File: src/verilog/lic_defs.svh
// register indices, field positions, reset values and counts
// assumes inclusion by bare name before use
`ifndef LIC_DEFS_SVH
`define LIC_DEFS_SVH
`define LIC_IDX_RXCFG 4'h3
`define LIC_IDX_TXCFG 4'h4
`define LIC_IDX_CTRL 4'h8
`define LIC_IDX_STAT 4'h9
`define LIC_RXCFG_RST 8'h00
`define LIC_TXCFG_RST 8'h00
`define LIC_CTRL_RST 8'h00
`define LIC_TXCFG_MASK 8'hFA
`define LIC_B_AUTO_FAR 7
`define LIC_B_AUTO_RED 6
`define LIC_B_AUTO_OOF 5
`define LIC_B_AUTO_AIS 4
`define LIC_B_RX_DIG 3
`define LIC_B_VIOL_ONLY 2
`define LIC_B_RX_INV 1
`define LIC_B_RX_FALL 0
`define LIC_B_TX_BYP 7
`define LIC_B_TX_ONES 6
`define LIC_B_TX_ALT 5
`define LIC_B_TX_INV 4
`define LIC_B_TX_DIG 3
`define LIC_B_TX_RISE 1
`define LIC_B_STD_E1 0
`define LIC_B_MAN_YEL 1
`define LIC_B_MAN_RAI 2
`define LIC_B_PG_AIS 3
`define LIC_B_TRBL_EN 4
`define LIC_B_MAN_MANUAL_RX_ALARM_INSERT 5
`define LIC_B_ELST_BYP 6
`define LIC_B_ZSUB 7
`define LIC_JAT_BITS 40
`define LIC_PH_TAKE 2'h2
`define LIC_PH_RISE 2'h3
`define LIC_PH_FALL 2'h1
`define LIC_EXZ_AMI 5'h0F
`define LIC_EXZ_ZSUB 5'h07
`define LIC_EXZ_E1 5'h04
`define LIC_ZR_MAX 5'h1F
`endif

File: src/verilog/lic_pkg.sv
// types shared by the line interface config block
// assumes lic_defs.svh holds the numeric constants
package lic_pkg;
  typedef enum logic [1:0] {
    LIC_PCM_PASS = 2'b00,
    LIC_PCM_TRUNK = 2'b01,
    LIC_PCM_TROUBLE = 2'b10
  } lic_pcm_src_e;
endpackage

File: src/verilog/lic_line_interface_config.sv
// line interface configuration logic of an E1/T1 transceiver
// assumes framer status inputs on sys_clk, line pins asynchronous
// Notes on behaviour
// - T1 auto mode sends yellow on red
// - E1 auto mode sends RAI on loss
// - red alarm trunks data and signaling
// - out-of-frame trunks data only
// - trouble code on OOF when enabled and elastic store not bypassed
// - trunk conditioning beats trouble code
// - loss of signal inserts AIS, freezes
// - select digital or analog receive input
// - T1 violations, optional excessive zeros
// - E1 violations, zeros beyond four
// - optional digital receive data inversion
// - digital receive sampling edge select, bipolar samples on rising edge
// - bypass forty-bit attenuator delay
// - all-ones on selected output
// - all-ones gated by generator enable
// - pattern changeover keeps pulse alternation
// - alternating 0101 auxiliary pattern
// - loopback tap before pattern insertion
// - optional digital transmit inversion
// - digital mode, line held reset, Hi-Z
// - bipolar mode, digital outputs low
// - digital transmit update edge select
// - mode bit selects E1 or T1
`timescale 1ns/1ps
`default_nettype none
`include "lic_defs.svh"
module lic_line_interface_config (
  input wire logic sys_clk,
  input wire logic rst_n,
  input wire logic psel,
  input wire logic penable,
  input wire logic pwrite,
  input wire logic [7:0] paddr,
  input wire logic [31:0] pwdata,
  output logic [31:0] prdata,
  output logic pready,
  output logic pslverr,
  input wire logic red_alarm,
  input wire logic oof,
  input wire logic los,
  input wire logic ais_det,
  input wire logic chan_data_trunk,
  input wire logic chan_sig_trunk,
  input wire logic rx_digital_data_in,
  input wire logic rx_digital_clock_in,
  input wire logic rx_line_pos,
  input wire logic rx_line_neg,
  input wire logic rx_line_clk,
  output logic rx_bit,
  output logic rx_bit_valid,
  output logic lcv_pulse,
  output logic tx_far_alarm,
  output logic tx_rai,
  output logic [1:0] rx_pcm_src,
  output logic rx_sig_trunk,
  output logic rx_ais_insert,
  output logic rx_sig_freeze,
  input wire logic tx_data_in,
  input wire logic tx_frame_in,
  output logic tx_bit_take,
  output logic loop_data,
  output logic tx_line_pos,
  output logic tx_line_neg,
  output logic tx_line_oe_n,
  output logic tx_line_reset,
  output logic tx_digital_data_out,
  output logic tx_digital_clock_out,
  output logic tx_frame_pulse_out
);
  // ********************
  // reset release
  // ********************
  logic rst_m_q, rst_q;
  always_ff @(posedge sys_clk or negedge rst_n) begin
    if (!rst_n) begin
      rst_m_q <= 1'b0;
      rst_q <= 1'b0;
    end else begin
      rst_m_q <= 1'b1;
      rst_q <= rst_m_q;
    end
  end

  // ********************
  // apb registers
  // ********************
  logic [7:0] rxcfg_q, txcfg_q, ctrl_q;
  logic [3:0] idx;
  logic acc, hit, wr;
  assign idx = paddr[5:2];
  assign acc = psel & penable & pready;
  assign hit = (paddr[7:6] == 2'h0) && (paddr[1:0] == 2'h0) &&
    (idx == `LIC_IDX_RXCFG || idx == `LIC_IDX_TXCFG || idx == `LIC_IDX_CTRL || idx == `LIC_IDX_STAT);
  assign wr = acc & pwrite & hit;
  always_ff @(posedge sys_clk or negedge rst_q) begin
    if (!rst_q) begin
      pready <= 1'b0;
    end else begin
      pready <= psel & penable & ~pready;
    end
  end
  always_ff @(posedge sys_clk or negedge rst_q) begin
    if (!rst_q) begin
      rxcfg_q <= `LIC_RXCFG_RST;
      txcfg_q <= `LIC_TXCFG_RST;
      ctrl_q <= `LIC_CTRL_RST;
    end else if (wr) begin
      if (idx == `LIC_IDX_RXCFG) rxcfg_q <= pwdata[7:0];
      if (idx == `LIC_IDX_TXCFG) txcfg_q <= pwdata[7:0] & `LIC_TXCFG_MASK;
      if (idx == `LIC_IDX_CTRL) ctrl_q <= pwdata[7:0];
    end
  end
  always_ff @(posedge sys_clk or negedge rst_q) begin
    if (!rst_q) begin
      prdata <= 32'h0;
      pslverr <= 1'b0;
    end else begin
      prdata <= 32'h0;
      pslverr <= psel & penable & ~pready & ~hit;
      if (psel & penable & ~pready & ~pwrite) begin
        case (idx)
          `LIC_IDX_RXCFG: prdata <= {24'h0, rxcfg_q};
          `LIC_IDX_TXCFG: prdata <= {24'h0, txcfg_q};
          `LIC_IDX_CTRL: prdata <= {24'h0, ctrl_q};
          `LIC_IDX_STAT: prdata <= {24'h0, rx_ais_insert, rx_sig_trunk, rx_pcm_src, tx_rai, tx_far_alarm,
            tx_line_reset, lcv_pulse};
          default: prdata <= 32'h0;
        endcase
      end
    end
  end

  // ********************
  // receive alarm actions
  // ********************
  logic e1, pcm_trunk;
  assign e1 = ctrl_q[`LIC_B_STD_E1];
  assign pcm_trunk = chan_data_trunk | (rxcfg_q[`LIC_B_AUTO_RED] & red_alarm) |
    (rxcfg_q[`LIC_B_AUTO_OOF] & oof);
  always_ff @(posedge sys_clk or negedge rst_q) begin
    if (!rst_q) begin
      tx_far_alarm <= 1'b0;
      tx_rai <= 1'b0;
    end else begin
      tx_far_alarm <= ~e1 & ((rxcfg_q[`LIC_B_AUTO_FAR] & red_alarm) | ctrl_q[`LIC_B_MAN_YEL]);
      tx_rai <= e1 & ((rxcfg_q[`LIC_B_AUTO_FAR] & (oof | ais_det)) | ctrl_q[`LIC_B_MAN_RAI]);
    end
  end
  always_ff @(posedge sys_clk or negedge rst_q) begin
    if (!rst_q) begin
      rx_pcm_src <= lic_pkg::LIC_PCM_PASS;
      rx_sig_trunk <= 1'b0;
      rx_ais_insert <= 1'b0;
      rx_sig_freeze <= 1'b0;
    end else begin
      if (pcm_trunk) begin
        rx_pcm_src <= lic_pkg::LIC_PCM_TRUNK;
      end else if (oof & ctrl_q[`LIC_B_TRBL_EN] & ~ctrl_q[`LIC_B_ELST_BYP]) begin
        rx_pcm_src <= lic_pkg::LIC_PCM_TROUBLE;
      end else begin
        rx_pcm_src <= lic_pkg::LIC_PCM_PASS;
      end
      rx_sig_trunk <= chan_sig_trunk | (rxcfg_q[`LIC_B_AUTO_RED] & red_alarm);
      // AIS and freeze on loss of signal
      rx_ais_insert <= (rxcfg_q[`LIC_B_AUTO_AIS] & los) | ctrl_q[`LIC_B_MAN_MANUAL_RX_ALARM_INSERT];
      rx_sig_freeze <= rxcfg_q[`LIC_B_AUTO_AIS] & los;
    end
  end

  // ********************
  // receive input
  // ********************
  logic rck, dck1_q, dck2_q, lck1_q, lck2_q, rck3_q, rd1_q, rd2_q, rp1_q, rp2_q, rn1_q, rn2_q;
  logic dig, re, fe, strobe, mark, pos;
  logic [4:0] zr_q, thr;
  logic lpol_q, exz, bv, sig_ok;
  assign dig = rxcfg_q[`LIC_B_RX_DIG];
  assign rck = dig ? dck2_q : lck2_q;
  always_ff @(posedge sys_clk or negedge rst_q) begin
    if (!rst_q) begin
      {dck1_q, dck2_q, lck1_q, lck2_q, rck3_q, rd1_q, rd2_q, rp1_q, rp2_q, rn1_q, rn2_q} <= 11'h000;
    end else begin
      dck1_q <= rx_digital_clock_in;
      dck2_q <= dck1_q;
      lck1_q <= rx_line_clk;
      lck2_q <= lck1_q;
      rck3_q <= rck;
      rd1_q <= rx_digital_data_in;
      rd2_q <= rd1_q;
      rp1_q <= rx_line_pos;
      rp2_q <= rp1_q;
      rn1_q <= rx_line_neg;
      rn2_q <= rn1_q;
    end
  end
  assign re = rck & ~rck3_q;
  assign fe = ~rck & rck3_q;
  assign strobe = (dig & rxcfg_q[`LIC_B_RX_FALL]) ? fe : re;
  assign mark = dig ? (rd2_q ^ rxcfg_q[`LIC_B_RX_INV]) : (rp2_q | rn2_q);
  assign pos = rp2_q;
  assign thr = e1 ? `LIC_EXZ_E1 : (ctrl_q[`LIC_B_ZSUB] ? `LIC_EXZ_ZSUB : `LIC_EXZ_AMI);
  assign exz = ~mark & (zr_q == thr);
  assign bv = ~dig & mark & (pos == lpol_q);
  assign sig_ok = ctrl_q[`LIC_B_ZSUB] & ((zr_q == 5'h03) | (e1 ? (zr_q == 5'h02) : (zr_q == 5'h01)));
  always_ff @(posedge sys_clk or negedge rst_q) begin
    if (!rst_q) begin
      zr_q <= 5'h00;
      lpol_q <= 1'b0;
      rx_bit <= 1'b0;
      rx_bit_valid <= 1'b0;
      lcv_pulse <= 1'b0;
    end else begin
      rx_bit_valid <= strobe;
      lcv_pulse <= 1'b0;
      if (strobe) begin
        rx_bit <= mark;
        if (mark) begin
          zr_q <= 5'h00;
          lpol_q <= pos;
        end else if (zr_q != `LIC_ZR_MAX) begin
          zr_q <= zr_q + 5'h01;
        end
        lcv_pulse <= (bv & ~sig_ok) | (~rxcfg_q[`LIC_B_VIOL_ONLY] & exz);
      end
    end
  end

  // ********************
  // transmit path
  // ********************
  logic [1:0] ph_q;
  logic [`LIC_JAT_BITS-1:0] jat_q, fjat_q;
  logic take, src, fsrc, ones, alt, uni, mark_q, frm_q, aux_q, pol_q, mark_d;
  assign take = (ph_q == `LIC_PH_TAKE);
  assign uni = txcfg_q[`LIC_B_TX_DIG];
  assign ones = txcfg_q[`LIC_B_TX_ONES] & ctrl_q[`LIC_B_PG_AIS];
  assign alt = txcfg_q[`LIC_B_TX_ALT];
  assign src = txcfg_q[`LIC_B_TX_BYP] ? tx_data_in : jat_q[`LIC_JAT_BITS-1];
  assign fsrc = txcfg_q[`LIC_B_TX_BYP] ? tx_frame_in : fjat_q[`LIC_JAT_BITS-1];
  assign mark_d = ones ? 1'b1 : (alt ? aux_q : src);
  always_ff @(posedge sys_clk or negedge rst_q) begin
    if (!rst_q) begin
      ph_q <= 2'h0;
    end else begin
      ph_q <= ph_q + 2'h1;
    end
  end
  always_ff @(posedge sys_clk or negedge rst_q) begin
    if (!rst_q) begin
      jat_q <= '0;
      fjat_q <= '0;
      mark_q <= 1'b0;
      frm_q <= 1'b0;
      aux_q <= 1'b0;
      pol_q <= 1'b0;
      tx_bit_take <= 1'b0;
      loop_data <= 1'b0;
    end else begin
      tx_bit_take <= take;
      if (take) begin
        jat_q <= {jat_q[`LIC_JAT_BITS-2:0], tx_data_in};
        fjat_q <= {fjat_q[`LIC_JAT_BITS-2:0], tx_frame_in};
        loop_data <= src;
        mark_q <= mark_d;
        frm_q <= fsrc;
        aux_q <= alt & ~aux_q;
        if (mark_d) pol_q <= ~pol_q;
      end
    end
  end
  always_ff @(posedge sys_clk or negedge rst_q) begin
    if (!rst_q) begin
      tx_line_pos <= 1'b0;
      tx_line_neg <= 1'b0;
      tx_line_oe_n <= 1'b1;
      tx_line_reset <= 1'b1;
      tx_digital_data_out <= 1'b0;
      tx_digital_clock_out <= 1'b0;
      tx_frame_pulse_out <= 1'b0;
    end else begin
      tx_line_oe_n <= uni;
      tx_line_reset <= uni;
      if (!uni) begin
        tx_digital_data_out <= 1'b0;
        tx_digital_clock_out <= 1'b0;
        tx_frame_pulse_out <= 1'b0;
        if (ph_q == `LIC_PH_RISE) begin
          tx_line_pos <= mark_q & ~pol_q;
          tx_line_neg <= mark_q & pol_q;
        end else if (ph_q == `LIC_PH_FALL) begin
          tx_line_pos <= 1'b0;
          tx_line_neg <= 1'b0;
        end
      end else begin
        tx_line_pos <= 1'b0;
        tx_line_neg <= 1'b0;
        if (ph_q == `LIC_PH_RISE) tx_digital_clock_out <= 1'b1;
        if (ph_q == `LIC_PH_FALL) tx_digital_clock_out <= 1'b0;
        if (ph_q == (txcfg_q[`LIC_B_TX_RISE] ? `LIC_PH_RISE : `LIC_PH_FALL)) begin
          tx_digital_data_out <= mark_q ^ txcfg_q[`LIC_B_TX_INV];
          tx_frame_pulse_out <= frm_q;
        end
      end
    end
  end
endmodule // lic_line_interface_config
`default_nettype wire

File: config.mk
export PLATFORM = sky130hd
export DESIGN_NAME = lic_line_interface_config
export DESIGN_NICKNAME = d
export VERILOG_FILES = /design/src/verilog/lic_pkg.sv /design/src/verilog/lic_line_interface_config.sv
export VERILOG_INCLUDE_DIRS = /design/src /design/src/verilog
export SDC_FILE = /design/constraint.sdc
export NUM_CORES = 1
export LEC_CHECK = 0
export ABC_AREA = 1
export BUFFER_PORTS_ARGS = -buffer_cell sky130_fd_sc_hd__buf_2
export CORE_UTILIZATION = 38
export DETAILED_ROUTE_END_ITERATION = 7
export HOLD_SLACK_MARGIN = 0.06
export REMOVE_ABC_BUFFERS = 1
export SYNTH_ARGS = -nofsm -noshare
export SYNTH_HDL_FRONTEND = slang
export SYNTH_SLANG_ARGS = --single-unit
File: constraint.sdc
create_clock -name sys_clk -period 13.15 [get_ports sys_clk]
set_input_delay 2.63 -clock sys_clk [delete_from_list [all_inputs] [get_ports sys_clk]]
set_output_delay 2.63 -clock sys_clk [all_outputs]
set_load 0.005 [all_outputs]
======== Yosys cells after proc, flatten, opt, wreduce, memory -nomap -nowiden ========
Index checks and enable logic that the tools add are counted.
word-level totals
  register bits ........................... 179
  latch bits .............................. 0
  word-level logic and storage cells ...... 162
  bits in writable memories ............... 0
  memories kept ........................... 0
  memory bits (read-only) ................. 0
  input port bits ......................... 58
operators by class
  mux-type cells .......................... 30
  order comparisons ....................... 0
  divide/modulo/power cells ............... 0
  reduce and logical (&&, ||, !) cells .... 15
  $mul .................................... 0
  $add $sub $neg .......................... 2
  equality and inequality tests ........... 16
  bitwise gates (word level) .............. 54
  shifts and indexed selects .............. 0
operators by type and width
  operator                                        number
  one-hot mux 8 bit (4 select lines)              1
  bitwise AND 1 bit                               29
  2-to-1 mux 1 bit                                21
  inverter 1 bit                                  13
  AND reduction 2 bit                             6
  == test 5 x 2 -> 1 bit (second input constant)  2
  2-to-1 mux 5 bit                                2
  OR 1 bit                                        10
  == test 4 bit (second input constant)           2
  2-to-1 mux 4 bit                                2
  2-to-1 mux 8 bit                                1
  2-to-1 mux 2 bit                                3
  adder 5 x 1 -> 5 bit (second input constant)    1
  == test 5 x 1 -> 1 bit (second input constant)  1
  == test 5 x 4 -> 1 bit                          1
  != test 5 bit (second input constant)           1
  == test 2 bit (second input constant)           2
  == test 4 x 2 -> 1 bit (second input constant)  1
  == test 4 x 3 -> 1 bit (second input constant)  1
  zero test 2 bit                                 2
  logical OR 1 bit                                3
  != test 3 x 1 -> 1 bit (second input constant)  1
  nonzero test 3 bit                              1
  adder 2 x 1 -> 2 bit (second input constant)    1
  7 further kinds                                 9

======== Logic depth before layout (Yosys ltp) ========
  depth after elaboration ................. 8
  gate-level depth with buffers ........... 9
  depth with buffers taken out ............ 9

======== Worst setup path after synthesis ========
Ideal clock, no wire load.
  path kind ............................... input to register
  from .................................... input psel
  to ...................................... register txcfg_q[1]
  slack ................................... 9,625 ps
  library setup time ...................... 65 ps
  buffers on the path ..................... 0
  arrival time ............................ 3,460 ps
  cell stages on the path ................. 6
  cells stage by stage .................... nand2_1 nor2_1 nand3_4 nor2_4 nand2_1 nand2_1
between the ends
  cells in the longest elaborated chain, start to end .. 5
RTL lines
  element                         line                              RTL
  start: declaration              lic_line_interface_config.sv:33   input wire logic psel,
  bitwise AND 1 bit (2 in a row)  lic_line_interface_config.sv:94   assign acc = psel & penable & pready;
  bitwise AND 1 bit (2 in a row)  lic_line_interface_config.sv:97   assign wr = acc & pwrite & hit;
  AND reduction 2 bit (no line)   n/a
  end signal: assignment          lic_line_interface_config.sv:108  txcfg_q <= `LIC_TXCFG_RST;
  end signal: assignment          lic_line_interface_config.sv:112  if (idx == `LIC_IDX_TXCFG) txcfg_q <= pwdata[7:0] & `LIC_TXCFG_MASK;
  end: declaration                lic_line_interface_config.sv:90   logic [7:0] rxcfg_q, txcfg_q, ctrl_q;
No other way between the ends.
A chain may end at the register's enable or synchronous reset.

==> qor.csv <==
stage,metric,value,unit
outcome,status,completed,
finish,final_common_cell,nand2_1,
clock_network,ctsRootBufferMaster,clkbuf_16,
clock_network,cts_resized,0,
worst_setup_path,cp_top_family,flip-flops,
die,floorplan.die_area,0.01727,mm2
global_route,grt-ovfl-total,0,
global_route,grt_start_max_net_pins,85,
clock_network,htreeDepth,4,
synthesis,netlist_area,0.006365,mm2
synthesis,ys_seq_area_frac,0.6096,
die,die_width,131.4,um
run,maxCapViolCount,0,
drt,drt_iter0_drc,292,
drt,vias,4407,
finish,final_cell_mix,"230 x nand2_1, 153 x dfrtp_1, 88 x o21ai_0, 78 x inv_1, 62 x buf_2",
drt,wirelength,11810,um
die,core-area,0.01612,mm2
die,row_count,46,
drt,dr_wl_met3,470,um
sta,relSlewSlack,0.4341,
clock_network,clock-sinks,155,
finish,drive_gt1_frac,0.1506,
finish,fillers,1580,
clock_network,clk_pin_slew,60,ps
worst_setup_path,setup.worst_path.start_class,flop,
worst_setup_path,rr_endpoint,pol_q$_DFFE_PN0P_,
worst_setup_path,required,10520,ps
drt,vias_per_cell,4.470,
die,initial_core_util,0.3950,
drt,drc_errors,0,
global_route,grt_pass1_wl,20970,um
drt,ant_nets,0,
drt,top_layer_used,met4,
synthesis,netlist-cell-type-count,33,
global_route,grt_pass1_vias,4404,
clock_network,clk-insertion-delay-late,420,ps
synthesis,yosys_warnings,0,
placed_design,place_hpwl,7809,um
sta,worst_pin_slew,848.8,ps
synthesis,ys_seq_elements,155,
sta,finClkSkew,6.771,ps
clock_network,cts_tree,built,
global_route,grt_usage,0.1510,
finish,seqCellArea,0.003884,mm2
clock_network,ctsHoldBuffers,0,
worst_setup_path,slowest_stage,dfstp_2,
drt,drt-met1-wl,5632,um
power,p_total,990.1,uW
worst_setup_path,endpoint_kind,primary output,
drt,first_pass_iters,5,
worst_setup_path,rrSetupSlack,10400,ps
drt,wl_per_cell,11.98,um
finish,antenna_cells,0,
clock_network,cts_max_path_buffers,2,
sta,fmaxAchievable,0.2713,GHz
sta,final_max_slew_viol_count,0,
power,irDropWorstVdd,0.1006,mV
die,io_pins,111,
sta,rsz0062_at_grt,false,
placed_design,gp_congestion,0.8108,
die,chipHeight,131.4,um
worst_setup_path,worstPathMaxFanout,3,
worst_setup_path,arrival,1060,ps
min_path,hp-class,flop to asynchronous set/reset pin,
drt,met2_length,5562,um
worst_setup_path,r2r_cells,9,
power,p_per_area,134.2,mW/mm2
finish,multi_input_area,0.002004,mm2
sta,min_period_over_period,0.2803,
placed_design,io_buffers,62,
synthesis,postSynthCellCount,693,
sta,fin_setup_tns,0,ps
sta,finalHoldViolCount,0,
global_route,antenna_found_initial,0,
worst_setup_path,critical_path_class,flop to primary output,
power,leakagePower,0.003819,uW
sta,setup_viol,0,
worst_setup_path,reg2reg_from,ph_q[0]$_DFF_PN0_,
worst_setup_path,crit_chain,buf_2,
worst_setup_path,critPathBufInv,1,
finish,fin_nets,821,
finish,area_growth,15.90,%
clock_network,numCtsBuffers,17,
clock_network,post_cts_buffers,0,
worst_setup_path,cpPeakStageDelay,530,ps
sta,period_minus_slack,3686,ps
synthesis,avgSynthCellArea,9.184,um2
## worst reg2reg max path, stage by stage (launching register included)
cell,delay [ps]
dfrtp_1,400
inv_1,110
ha_2,170
buf_4,580
inv_2,450
buf_4,420
a21oi_1,230
nand2_1,90
nand2_1,80
xor2_1,140
## cell usage after synthesis, drive strengths merged
library cell / count / share of area
a21oi: 11 / 0.0086
and2: 2 / 0.0020
buf: 27 / 0.031
clkbuf: 16 / 0.0094
clkinv: 1 / 0.00059
conb: 2 / 0.0012
dfrtp: 154 / 0.61
dfstp: 1 / 0.0041
ha: 5 / 0.0098
inv: 82 / 0.048
nand2: 232 / 0.14
nand3: 18 / 0.019
nand4: 5 / 0.0069
nor2: 30 / 0.026
nor3: 5 / 0.0039
o211ai: 2 / 0.0024
o21ai: 89 / 0.070
o22ai: 4 / 0.0039
o31ai: 1 / 0.0012
or3: 1 / 0.00098
xnor2: 1 / 0.0014
xor2: 4 / 0.0055
## how the worst max path moves through the flow
stage / from / to / slack [ps] / cells past startpoint
6_report: tx_line_reset$_DFF_PN1_ / tx_line_oe_n / 9460 / 1
5_1_grt: tx_line_reset$_DFF_PN1_ / tx_line_reset / 9420 / 1
4_1_cts: tx_line_reset$_DFF_PN1_ / tx_line_oe_n / 9440 / 1
3_5_place_dp: paddr[2] / ctrl_q[2]$_DFFE_PN0P_ / 9230 / 7
3_3_place_gp: paddr[2] / ctrl_q[1]$_DFFE_PN0P_ / 9220 / 7
2_1_floorplan: rst_q$_DFF_PN0_ / aux_q$_DFFE_PN0P_ / 8510 / 0
## area by class of cell
cell class / instances / share of cell area
flip-flops and latches: 155 / 0.5265
multi-input cells: 435 / 0.2717
clock buffers: 25 / 0.06852
repair buffers: 66 / 0.04613
inverters: 83 / 0.04223
well taps: 216 / 0.03663
clock inverters: 6 / 0.008311
## registers in the layout (all words and copies together) (netlist names), 2 cells and up
| name | count |
|---|---|
| zr_q | 5 |
| txcfg_q | 6 |
| ph_q | 2 |
| prdata | 8 |
| jat_q | 40 |
| ctrl_q | 8 |
| fjat_q | 40 |
| rxcfg_q | 8 |
| rx_pcm_src | 2 |
## layer usage
metal | global-route usage | up-vias
met3 | 0.03742 | 14
met1 | 0.2014 | 2066
met4 | 0.05103 | 0
li1 | - | 2238
met5 | 0 | -
met2 | 0.2396 | 89
## stage by stage
stage / cells / worst slack (ps) / hold slack (ps) / cell area [um2] / util
3_3_place_gp: 955 / 9218 / 245.3 / 6810 / 0.4226
5_1_grt: 986 / 9424 / 279.0 / 7377 / 0.4578
6_report: 986 / 9464 / 236.0 / 7377 / 0.4578
3_5_place_dp: 955 / 9232 / 251.8 / 6810 / 0.4226
4_1_cts: 986 / 9440 / 254.5 / 7377 / 0.4578
2_1_floorplan: 673 / 8513 / 331.2 / 6193 / -
## power breakdown
group | switching (uW) | total, uW | internal [uW]
registers | 5.40 | 491 | 486
clock network | 181 | 465 | 284
logic | 23.5 | 33.6 | 10.1
## cell families (layout without fill, tap and decap cells)
family	count (synthesis)	in the layout	share of synthesized area
AO/OA/AOI/OAI	107	107	0.08610
XOR/XNOR	5	5	0.006880
adder cells (fa/ha/maj)	5	5	0.009829
buffers and inverters	126	180	0.08944
flip-flops	155	155	0.6096
other	2	25	0.001180
AND/OR/NAND/NOR	293	293	0.1970
(Power assumes the default switching activity.)
